==> src/design/evp_consts.vh <==
`ifndef EVP_CONSTS_VH
`define EVP_CONSTS_VH
`define EVP_VEC_RESET   5'h00
`define EVP_VEC_NMI     5'h07
`define EVP_VEC_TRAP0   5'h08
`define EVP_VEC_BREAK   5'h0C
`define EVP_VEC_DIRECT  5'h0D
`define EVP_VEC_PIN_A   5'h0E
`define EVP_VEC_PIN_D   5'h11
`define EVP_VEC_WAKEUP  5'h12
`define EVP_VEC_TIMER1  5'h15
`define EVP_VEC_TIMER2  5'h16
`define EVP_VEC_SERIAL  5'h17
`define EVP_VEC_CONV    5'h19
`define EVP_NUM_SRC     12
`define EVP_ENA_DIRECT_BIT 7
`define EVP_ENA_WAKEUP_BIT 5
`define EVP_ENA_PIN_D_BIT  3
`define EVP_ENA_PIN_A_BIT  0
`define EVP_CCR_MASK_BIT   7
`define EVP_EDGE_PIN_D_BIT 3
`define EVP_EDGE_PIN_A_BIT 0
`endif

==> src/design/evp_edge_detect.v <==
`timescale 1ns/1ns
`include "evp_consts.vh"
module evp_edge_detect #(
    parameter WIDTH = 8
) (
    input  wire             i_core_clk,
    input  wire             i_arst_n,
    input  wire [WIDTH-1:0] i_pin,
    input  wire [WIDTH-1:0] i_rising,
    output reg  [WIDTH-1:0] o_edge
);
    reg [WIDTH-1:0] sync_a;
    reg [WIDTH-1:0] sync_b;
    reg [WIDTH-1:0] last;
    genvar g;
    generate
        for (g = 0; g < WIDTH; g = g + 1) begin : g_bit
            always @(posedge i_core_clk or negedge i_arst_n) begin
                if (!i_arst_n) begin
                    sync_a[g] <= 1'b0;
                    sync_b[g] <= 1'b0;
                    last[g]   <= 1'b0;
                    o_edge[g] <= 1'b0;
                end else begin
                    sync_a[g] <= i_pin[g];
                    sync_b[g] <= sync_a[g];
                    last[g]   <= sync_b[g];
                    // select 0 falling, 1 rising
                    o_edge[g] <= i_rising[g] ? (sync_b[g] & ~last[g])
                                             : (~sync_b[g] & last[g]);
                end
            end
        end
    endgenerate
endmodule

==> src/design/evp_exception_vector.v <==
`timescale 1ns/1ns
`include "evp_consts.vh"
module evp_exception_vector (
    input  wire       i_core_clk,
    input  wire       i_arst_n,
    input  wire       i_watchdog_overflow,
    input  wire       i_software_trap_call,
    input  wire [1:0] i_trap_code,
    input  wire       i_nmi_pin,
    input  wire       i_nmi_rising,
    input  wire       i_break_req,
    input  wire       i_direct_transition_req,
    input  wire       i_ext_request_pin_a,
    input  wire       i_ext_request_pin_d,
    input  wire [5:0] i_wakeup_pin_group,
    input  wire [7:0] i_condition_code_reg,
    input  wire [7:0] i_int_enable,
    input  wire [7:0] i_edge_select,
    input  wire [5:0] i_wakeup_edge_select,
    input  wire [4:0] i_timer1_req,
    input  wire [2:0] i_timer2_req,
    input  wire [3:0] i_serial_comm_unit_req,
    input  wire       i_conv_done_req,
    input  wire       i_boundary,
    input  wire       i_ack,
    output wire       o_exc_valid,
    output reg  [4:0] o_vector_num,
    output reg  [15:0] o_vector_addr,
    output reg  [5:0] o_wakeup_flags,
    output reg  [1:0] o_pin_flags,
    output reg        o_nmi_flag,
    output reg        o_reset_pending
);
    // source index order equals priority order
    localparam S_NMI = 0, S_TRAP = 1, S_BRK = 2, S_DIR = 3, S_PA = 4, S_PD = 5;
    localparam S_WK = 6, S_T1 = 7, S_T2 = 8, S_SER = 9, S_CNV = 10;
    localparam ST_RUN = 3'b001, ST_HOLD = 3'b010, ST_RESET = 3'b100;
    reg        rst_s1;
    reg        rst_s2;
    reg  [2:0] state;
    reg  [2:0] next_state;
    reg  [1:0] trap_code;
    reg        trap_pend;
    reg        brk_pend;
    reg        dir_pend;
    wire [8:0] pin_edges;
    wire [10:0] pend;
    wire [10:0] masked;
    wire        mask_flag;
    reg  [4:0]  next_vec;
    reg         next_any;
    integer     k;

    function [4:0] evp_src_vec;
        input [3:0] idx;
        input [1:0] code;
        begin
            case (idx)
                4'h0:    evp_src_vec = `EVP_VEC_NMI;
                4'h1:    evp_src_vec = `EVP_VEC_TRAP0 + {3'h0, code};
                4'h2:    evp_src_vec = `EVP_VEC_BREAK;
                4'h3:    evp_src_vec = `EVP_VEC_DIRECT;
                4'h4:    evp_src_vec = `EVP_VEC_PIN_A;
                4'h5:    evp_src_vec = `EVP_VEC_PIN_D;
                4'h6:    evp_src_vec = `EVP_VEC_WAKEUP;
                4'h7:    evp_src_vec = `EVP_VEC_TIMER1;
                4'h8:    evp_src_vec = `EVP_VEC_TIMER2;
                4'h9:    evp_src_vec = `EVP_VEC_SERIAL;
                default: evp_src_vec = `EVP_VEC_CONV;
            endcase
        end
    endfunction

    evp_edge_detect #(.WIDTH(9)) u_edges (
        .i_core_clk (i_core_clk),
        .i_arst_n   (i_arst_n),
        .i_pin      ({i_nmi_pin, i_wakeup_pin_group, i_ext_request_pin_d,
                      i_ext_request_pin_a}),
        .i_rising   ({i_nmi_rising, i_wakeup_edge_select,
                      i_edge_select[`EVP_EDGE_PIN_D_BIT],
                      i_edge_select[`EVP_EDGE_PIN_A_BIT]}),
        .o_edge     (pin_edges)
    );

    // reset pin synchroniser: release seen two edges later
    always @(posedge i_core_clk or negedge i_arst_n) begin
        if (!i_arst_n) begin
            rst_s1 <= 1'b0;
            rst_s2 <= 1'b0;
        end else begin
            rst_s1 <= 1'b1;
            rst_s2 <= rst_s1;
        end
    end

    assign mask_flag = i_condition_code_reg[`EVP_CCR_MASK_BIT];
    wire take = (state == ST_RUN) && i_boundary && next_any;
    wire serve_reset = (state == ST_RESET) && rst_s2;

    // sticky flags; a new event beats the service clear of the same cycle, but not a reset or watchdog clear
    always @(posedge i_core_clk or negedge i_arst_n) begin
        if (!i_arst_n) begin
            o_nmi_flag     <= 1'b0;
            o_pin_flags    <= 2'h0;
            o_wakeup_flags <= 6'h00;
            trap_pend      <= 1'b0;
            trap_code      <= 2'h0;
            brk_pend       <= 1'b0;
            dir_pend       <= 1'b0;
        end else if (state == ST_RESET || i_watchdog_overflow) begin
            o_nmi_flag     <= 1'b0;
            o_pin_flags    <= 2'h0;
            o_wakeup_flags <= 6'h00;
            trap_pend      <= 1'b0;
            brk_pend       <= 1'b0;
            dir_pend       <= 1'b0;
        end else begin
            o_nmi_flag <= pin_edges[8] |
                          (o_nmi_flag & ~(take && next_vec == `EVP_VEC_NMI));
            o_pin_flags[0] <= pin_edges[0] |
                (o_pin_flags[0] & ~(take && next_vec == `EVP_VEC_PIN_A));
            o_pin_flags[1] <= pin_edges[1] |
                (o_pin_flags[1] & ~(take && next_vec == `EVP_VEC_PIN_D));
            // whole group cleared when its shared vector is served
            o_wakeup_flags <= pin_edges[7:2] |
                (o_wakeup_flags & ~{6{take && next_vec == `EVP_VEC_WAKEUP}});
            if (i_software_trap_call) begin
                trap_pend <= 1'b1;
                trap_code <= i_trap_code;
            end else if (take && next_vec[4:2] == 3'h2) begin
                trap_pend <= 1'b0;
            end
            brk_pend <= i_break_req | (brk_pend & ~(take && next_vec == `EVP_VEC_BREAK));
            dir_pend <= (i_direct_transition_req & i_int_enable[`EVP_ENA_DIRECT_BIT]) |
                        (dir_pend & ~(take && next_vec == `EVP_VEC_DIRECT));
        end
    end

    assign pend[S_NMI]  = o_nmi_flag;
    assign pend[S_TRAP] = trap_pend;
    assign pend[S_BRK]  = brk_pend;
    assign pend[S_DIR]  = dir_pend;
    assign pend[S_PA]   = o_pin_flags[0] & i_int_enable[`EVP_ENA_PIN_A_BIT];
    assign pend[S_PD]   = o_pin_flags[1] & i_int_enable[`EVP_ENA_PIN_D_BIT];
    assign pend[S_WK]   = (|o_wakeup_flags) & i_int_enable[`EVP_ENA_WAKEUP_BIT];
    assign pend[S_T1]   = |i_timer1_req;
    assign pend[S_T2]   = |i_timer2_req;
    assign pend[S_SER]  = |i_serial_comm_unit_req;
    assign pend[S_CNV]  = i_conv_done_req;

    // nmi, trap and break pass the mask; the rest wait while it is one
    assign masked = pend & {{8{~mask_flag}}, 1'b1, 1'b1, 1'b1};

    // lowest index wins, giving vector order priority
    always @* begin
        next_vec = `EVP_VEC_CONV;
        next_any = 1'b0;
        for (k = `EVP_NUM_SRC - 2; k >= 0; k = k - 1) begin
            if (masked[k]) begin
                next_vec = evp_src_vec(k[3:0], trap_code);
                next_any = 1'b1;
            end
        end
    end

    always @* begin
        next_state = state;
        case (state)
            ST_RESET: if (rst_s2 && i_ack) next_state = ST_RUN;
            ST_RUN:   if (take) next_state = ST_HOLD;
            ST_HOLD:  if (i_ack) next_state = ST_RUN;
            default:  next_state = ST_RESET;
        endcase
        if (i_watchdog_overflow) begin
            next_state = ST_RESET;
        end
    end

    always @(posedge i_core_clk or negedge i_arst_n) begin
        if (!i_arst_n) begin
            state           <= ST_RESET;
            o_vector_num    <= `EVP_VEC_RESET;
            o_vector_addr   <= 16'h0000;
            o_reset_pending <= 1'b1;
        end else begin
            state           <= next_state;
            o_reset_pending <= (next_state == ST_RESET);
            if (i_watchdog_overflow || next_state == ST_RESET) begin
                o_vector_num  <= `EVP_VEC_RESET;
                o_vector_addr <= 16'h0000;
            end else if (take) begin
                o_vector_num  <= next_vec;
                o_vector_addr <= {10'h000, next_vec, 1'b0};
            end
        end
    end

    // reset served first; nothing else offered before it is taken
    assign o_exc_valid = serve_reset | (state == ST_HOLD);
endmodule

==> config.mk <==
export PLATFORM = sky130hd
export DESIGN_NAME = evp_exception_vector
export DESIGN_NICKNAME = d
export VERILOG_FILES = /design/src/design/evp_edge_detect.v /design/src/design/evp_exception_vector.v
export VERILOG_INCLUDE_DIRS = /design/src /design/src/design
export SDC_FILE = /design/constraint.sdc
export NUM_CORES = 1
export LEC_CHECK = 0
export BUFFER_PORTS_ARGS = -buffer_cell sky130_fd_sc_hd__buf_2
export CAP_MARGIN = 20
export CORE_ASPECT_RATIO = 1.4
export CORE_MARGIN = 2
export CORE_UTILIZATION = 30
export DETAILED_ROUTE_END_ITERATION = 12
export SYNTH_ARGS = -nofsm -noshare
export SYNTH_HDL_FRONTEND = slang
export SYNTH_HIERARCHICAL = 1
export SYNTH_SLANG_ARGS = --single-unit
export TNS_END_PERCENT = 5
==> constraint.sdc <==
create_clock -name i_core_clk -period 5.15 [get_ports i_core_clk]
set_input_delay 0.7725 -clock i_core_clk [delete_from_list [all_inputs] [get_ports i_core_clk]]
set_output_delay 0.7725 -clock i_core_clk [all_outputs]
set_load 0.02 [all_outputs]
==> results of run 1 <==
## power groups by stage
stage	Sequential, mW	Clock (mW)	Combinational (mW)
after detailed placement	0.527	0	0.0903
after global placement	0.526	0	0.0882
after CTS	0.519	0.595	0.0904
final	0.519	0.581	0.0886
after global routing	0.522	0.625	0.100
after floorplan	0.525	0	0.0532
## layer usage
metal / vias up / GRT usage, % / part of all wire, %
met5: - / 0 / 0
met4: 0 / 4.667 / 0.89
met3: 4 / 4.351 / 8.7
met2: 72 / 20.81 / 50
met1: 929 / 15.01 / 40
li1: 939 / - / -
## worst min path at each step
stage                           startpoint                          end  slack [ns]  cells past startpoint
2_1_floorplan             rst_s1$_DFF_PN0_             rst_s2$_DFF_PN0_        0.33                      0
3_3_place_gp   u_edges/sync_a[4]$_DFF_PN0_  u_edges/sync_b[4]$_DFF_PN0_        0.33                      0
3_5_place_dp   u_edges/sync_a[2]$_DFF_PN0_  u_edges/sync_b[2]$_DFF_PN0_        0.33                      0
4_1_cts        u_edges/sync_a[2]$_DFF_PN0_  u_edges/sync_b[2]$_DFF_PN0_        0.35                      0
5_1_grt        u_edges/sync_a[0]$_DFF_PN0_  u_edges/sync_b[0]$_DFF_PN0_        0.36                      0
6_report       u_edges/sync_a[8]$_DFF_PN0_  u_edges/sync_b[8]$_DFF_PN0_        0.34                      0
## cell type report
class,count,area [µm²]
clock buffers,9,225.2
clock inverters,7,66.31
fillers,836,5209
inverters,2,7.507
multi-input cells,158,952.2
flip-flops and latches,61,1529
well taps,105,131.4
repair buffers,67,337.8
## critical path, delay by kind of cell
| kind | cells | cell delay [ns] |
|---|---|---|
| buffers and inverters | 1 | 0.09 |
| AND/OR/NAND/NOR | 2 | 0.48 |
| multiplexers | 1 | 0.25 |
| AO/OA/AOI/OAI | 2 | 0.92 |
## logic make-up after synthesis
group / synth area share (%)
other: 0.2908
buffers and inverters: 5.378
muxes: 1.260
DFF: 59.21
AOI/OAI and AO/OA: 14.73
and+or+nand+nor: 19.14
## flip-flops by register name, summed over array words and instances (netlist names)
signal / count
u_edges/last: 9
dir_pend: 1
trap_code: 2
u_edges/o_edge: 9
o_nmi_flag: 1
state: 3
o_wakeup_flags: 6
rst_s1: 1
u_edges/sync_a: 9
o_reset_pending: 1
u_edges/sync_b: 9
rst_s2: 1
o_vector_addr: 5
trap_pend: 1
brk_pend: 1
o_pin_flags: 2
## through the flow
stage / util [%] / worst slack [ns] / hold slack, ns / cells / instance area (µm²)
3_5_place_dp: 34.97 / 2.473 / 0.3347 / 393 / 2958
2_1_floorplan: - / 2.922 / 0.3312 / 240 / 2620
4_1_cts: 38.42 / 2.831 / 0.3470 / 409 / 3249
6_report: 38.42 / 2.833 / 0.3437 / 409 / 3249
3_3_place_gp: 34.97 / 2.553 / 0.3314 / 393 / 2958
5_1_grt: 38.42 / 2.651 / 0.3562 / 409 / 3249
## cells in the final DEF (no fill, tap or decap), types with 2 or more instances in the layout
| cell | Yosys | final |
|---|---|---|
| and2_1 | 2 | 2 |
| clkinv_2 | 0 | 4 |
| nor4_1 | 8 | 8 |
| a311oi_1 | 3 | 3 |
| buf_2 | 0 | 66 |
| clkbuf_16 | 0 | 9 |
| nand3_1 | 5 | 5 |
| mux2_2 | 2 | 2 |
| o21ai_0 | 14 | 14 |
| a21oi_1 | 15 | 15 |
| and3b_1 | 2 | 2 |
| conb_1 | 2 | 12 |
| dfrtp_1 | 59 | 59 |
| nor2_1 | 22 | 22 |
| o22ai_2 | 8 | 8 |
| a221o_1 | 2 | 2 |
| a211oi_1 | 2 | 2 |
| nand2b_1 | 9 | 9 |
| nand3b_1 | 5 | 5 |
| dfstp_2 | 2 | 2 |
| nor3_1 | 9 | 9 |
| nand2_1 | 15 | 15 |
| nor2b_1 | 5 | 5 |
| inv_1 | 2 | 2 |
==> impl_metrics.json, run 1 <==
{
  "status": "completed",
  "vias": 1944,
  "crit_path_max_incr_delay_ns": 0.62,
  "cts.sink_count": 61,
  "slew_headroom_pct": 39.46,
  "fp.dieH_um": 113.8,
  "layout.nets": 362,
  "cts_buffers": 9,
  "critPathRequiredTime_ns": 5.35,
  "slowest_stage": "o41ai_4",
  "num_io_pins": 95,
  "portBuffers": 66,
  "synth_edf_count": 0,
  "async_flop_share_pct": 100.0,
  "slew_violations": 0,
  "cts_root_buf": "clkbuf_16",
  "worstPathArrival_ns": 2.52,
  "core_um2": 8458,
  "path_class": "input pin to register",
  "ys_seq_elements": 61,
  "grt_pass1_wl_um": 8894,
  "clk_pin_slew_ns": 0.06,
  "avgSynthCellArea_um2": 11.23,
  "yosysUniqueCellTypes": 41,
  "final_antenna_net_count": 0,
  "dpl.hpwl_um": 3917,
  "antenna_found_initial": 0,
  "place.gp.congestion": 0.8845,
  "antenna_cells": 0,
  "finalHoldViolations": 0,
  "routed_wirelength_um": 5420,
  "clk_latency_ns": 0.32,
  "reg2reg_from": "brk_pend$_DFF_PN0_",
  "startpoint": "i_serial_comm_unit_req[1]",
  "vias_per_cell": 4.753,
  "htree_levels": 3,
  "netlist_area_um2": 2582,
  "pwr-share-clk_pct": 48.9,
  "firstDrtPassIters": 5,
  "clk_path_buf_depth": 2,
  "cp-endpoint": "o_vector_addr[5]$_DFFE_PN0P_",
  "pwr-share-seq_pct": 43.7,
  "cts-resized-gates": 0,
  "first_global_vias": 1811,
  "skew_ns": 0.007192,
  "cts_tree": "done",
  "worst-path-max-fanout": 10,
  "min_period_over_period_pct": 44.98,
  "ys.flop_type": "dfrtp_1",
  "fin_tns_setup_ns": 0,
  "initial_core_util_pct": 30.53,
  "synth_most_common_cell": "dfrtp_1",
  "cts_setup_buffers": 0,
  "synth_top_area_share_pct": 57.17,
  "syn_to_final_growth_pct": 25.82,
  "tightest_slew_ns": 0.9081,
  "timing.rr.end": "o_vector_addr[5]$_DFFE_PN0P_",
  "end_kind": "register",
  "total_power_mw": 1.189,
  "cts_hold_buf": 0,
  "internal_power_mw": 0.9117,
  "r2r_setup_slack_ns": 2.96,
  "reg2reg_depth": 5,
  "drive_gt1_share_pct": 32.57,
  "dieArea_um2": 9377,
  "synth_top_cell_by_area": "dfrtp_1",
  "switching_power_mw": 0.2775,
  "crit_chain": "buf_2 -> nor4_1 -> a41oi_1 -> o41ai_4 -> mux2i_1 -> nor2_1",
  "setup_viol": 0,
  "track_usage_pct": 12.64,
  "ir_worst_vdd_mv": 0.2134,
  "drv_cap": 0,
  "avgRoutedWirePerCell_um": 13.25,
  "dr.first_iter.drc_count": 89,
  "synth_seq_area_share_pct": 59.21,
  "rows": 40,
  "powerDensity_nw_per_um2": 366.0,
  "synth.area.top_cells": "dfrtp_1 57%, buf_4 4.7%, o22ai_2 3.9%, nor2_1 3.2%, a21oi_1 2.9%",
  "grt_start_max_net_pins": 62,
  "synthesis.yosys.warnings": 6,
  "switching_share_pct": 23.33,
  "drc": 0,
  "combPwrFrac_pct": 7.4,
  "rsz0062_at_grt": "false",
  "postSynthCellCount": 230,
  "hold_class": "register to register",
  "fmax_ghz": 0.4317,
  "cp-start-kind": "input pin",
  "p_leak_nw": 1.548,
  "ys_top_cells_by_count": "59 x dfrtp_1, 22 x nor2_1, 16 x buf_4",
  "die_w_um": 82.42,
  "grt_overflow_total": 0,
  "min_period_ns": 2.317
}
(Power assumes the default switching activity.)
==> run 2, diff against run 1 <==
==> constraint.sdc (replaced) <==
create_clock -name i_core_clk -period 2.4 [get_ports i_core_clk]
set_input_delay 0.36 -clock i_core_clk [delete_from_list [all_inputs] [get_ports i_core_clk]]
set_output_delay 0.36 -clock i_core_clk [all_outputs]
set_load 0.02 [all_outputs]
==> run 2 against run 1 <==
Hold slack worse by 0.21 ns. Design area increased by 2.2%. First-iteration DRC count increased by 31%. Core utilization rose by 0.84 points. Count of clock-buffer cells in the layout stayed put. Clock power increased by 140%. Via count up 0.36%. Total power rose by 130%. Worst setup slack got worse by 2.6 ns. Combinational power grew 120%. Sequential power grew 120%. Flip-flop and latch count unchanged.
==> impl_metrics.json, run 2 (synthesized netlist as in run 1, its figures left out) <==
{
  "crit_path_max_incr_delay_ns": 0.57,
  "grt_pass1_wl_um": 8983,
  "crit_top_cell": "o21ai_0",
  "wirelength_met1_um": 2213,
  "drive_gt1_share_pct": 32.90,
  "critPathRequiredTime_ns": 2.61,
  "cts.sink_count": 61,
  "combPwrFrac_pct": 7.3,
  "vias": 1951,
  "finalHoldViolations": 0,
  "fillers": 865,
  "ir_worst_vdd_mv": 0.3559,
  "first_global_vias": 1910,
  "dpl.hpwl_um": 4053,
  "final_antenna_net_count": 0,
  "cts-resized-gates": 0,
  "avgRoutedWirePerCell_um": 13.43,
  "layoutNonFillerInstCount": 412,
  "grt_overflow_total": 0,
  "switching_share_pct": 22.72,
  "cts_root_buf": "clkbuf_16",
  "skew_ns": 0.005430,
  "cp-start-kind": "register",
  "critPathTopFamily": "compound AO/OA/AOI/OAI gates",
  "path_class": "register to register",
  "tightest_slew_ns": 0.7187,
  "p_leak_nw": 1.569,
  "reg2reg_depth": 5,
  "layout.nets": 365,
  "crit_chain": "or4_1 -> o21ai_0 -> o21ai_0 -> a31o_2 -> o31a_1",
  "final_common_cell": "buf_2",
  "dr_wl_met2_um": 2796,
  "rows": 40,
  "dr.first_iter.drc_count": 117,
  "die_w_um": 82.42,
  "fin_tns_setup_ns": 0,
  "highest_layer": "met4",
  "hold_class": "input pin to register",
  "slowest_stage": "or4_1",
  "multi_input_area_um2": 952.2,
  "fp.dieH_um": 113.8,
  "htree_levels": 3,
  "reg2reg_from": "o_wakeup_flags[1]$_DFF_PN0_",
  "clk_latency_ns": 0.32,
  "routed_wirelength_um": 5533,
  "whs_endpoint": "u_edges/sync_a[5]$_DFF_PN0_",
  "drc": 0,
  "internal_power_mw": 2.075,
  "pwr-share-clk_pct": 51.1,
  "grt_start_max_net_pins": 50,
  "post-place-cells": 395,
  "end_kind": "register",
  "portBuffers": 66,
  "drv_cap": 0,
  "slew_headroom_pct": 51.76,
  "hp-start": "i_wakeup_pin_group[3]",
  "track_usage_pct": 12.84,
  "antenna_found_initial": 0,
  "seq_area_um2": 1529,
  "r2r_setup_slack_ns": 0.27,
  "slew_violations": 0,
  "timing.rr.end": "o_pin_flags[1]$_DFF_PN0_",
  "rsz0062_at_grt": "false",
  "worstPathArrival_ns": 2.33,
  "dr_wl_met3_um": 423,
  "syn_to_final_growth_pct": 28.59,
  "setup_viol": 0,
  "vias_per_cell": 4.735,
  "initial_core_util_pct": 30.53,
  "num_io_pins": 95,
  "dieArea_um2": 9377,
  "core_um2": 8458,
  "path_buf_inv": 0,
  "antenna_cells": 0,
  "hold_depth": 1,
  "clk_path_buf_depth": 2,
  "pwr-share-seq_pct": 41.6,
  "clk_pin_slew_ns": 0.06,
  "cts_buffers": 9,
  "worst-path-max-fanout": 8,
  "fmax_ghz": 0.4703,
  "mostFrequentLayoutCells": "66 x buf_2, 59 x dfrtp_1, 22 x nor2_1",
  "status": "completed",
  "min_period_ns": 2.126,
  "firstDrtPassIters": 4,
  "cts_tree": "done",
  "place.gp.congestion": 0.9004,
  "min_period_over_period_pct": 88.59,
  "powerDensity_nw_per_um2": 808.6,
  "switching_power_mw": 0.6101
}
==> run 2: cell types whose count changed in the layout (fill, tap and decap cells not counted), sizes merged <==
cell,previous run,this run
bufinv,1,2
clkinv,5,2
dlygate4sd3,0,1
buf,67,69
clkinvlp,1,3
==> run 2: how the worst max path moves through the flow <==
| stage | cells past startpoint | from | endpoint |
|---|---|---|---|
| after floorplan | 5 | trap_pend$_DFFE_PN0P_ | o_vector_addr[5]$_DFFE_PN0P_ |
| after global placement | 5 | o_wakeup_flags[1]$_DFF_PN0_ | o_pin_flags[1]$_DFF_PN0_ |
| after detailed placement | 5 | o_wakeup_flags[1]$_DFF_PN0_ | o_pin_flags[1]$_DFF_PN0_ |
| after CTS | 5 | o_wakeup_flags[1]$_DFF_PN0_ | o_pin_flags[1]$_DFF_PN0_ |
| after global routing | 5 | o_wakeup_flags[1]$_DFF_PN0_ | o_pin_flags[1]$_DFF_PN0_ |
| final | 5 | o_wakeup_flags[1]$_DFF_PN0_ | o_pin_flags[1]$_DFF_PN0_ |
==> run 2: stage by stage <==
step	utilization, %	instance area, µm²	hold WS, ns	total power [mW]	worst slack [ns]
4_1_cts	39.26	3321	0.1262	2.728	0.2752
3_3_place_gp	35.30	2985	0.2738	1.321	0.3346
2_1_floorplan	-	2620	0.06441	1.240	0.4343
3_5_place_dp	35.30	2985	0.2773	1.331	0.2852
5_1_grt	39.26	3321	0.1221	2.807	0.1213
6_report	39.26	3321	0.1363	2.685	0.2738
==> run 2: cell type report <==
class | count | share of cell area (%)
Tap cell | 105 | 3.956
Multi-Input combinational cell | 158 | 28.67
Inverter | 2 | 0.2261
Sequential cell | 61 | 46.04
Clock buffer | 9 | 6.782
Timing Repair Buffer | 70 | 11.30
Clock inverter | 7 | 3.014
==> run 2: power groups by stage <==
| stage | clock, mW | combinational (mW) | sequential [mW] |
|---|---|---|---|
| after floorplan | 0 | 0.114 | 1.13 |
| after global placement | 0 | 0.193 | 1.13 |
| after detailed placement | 0 | 0.199 | 1.13 |
| after CTS | 1.41 | 0.201 | 1.11 |
| after global routing | 1.47 | 0.220 | 1.12 |
| final | 1.37 | 0.197 | 1.12 |
==> run 2: layer usage <==
layer / up-vias / track usage, %
met4: 0 / 6.333
met3: 6 / 4.668
met5: - / 0
met1: 934 / 14.46
li1: 944 / -
met2: 67 / 21.02
==> run 2: what timing repair did <==
item | in CTS | in global routing
setup endpoints to repair | 0 | 0
hold endpoints to repair | 12 | 0
setup buffers | 0 | 0
hold buffers | 1 | 0
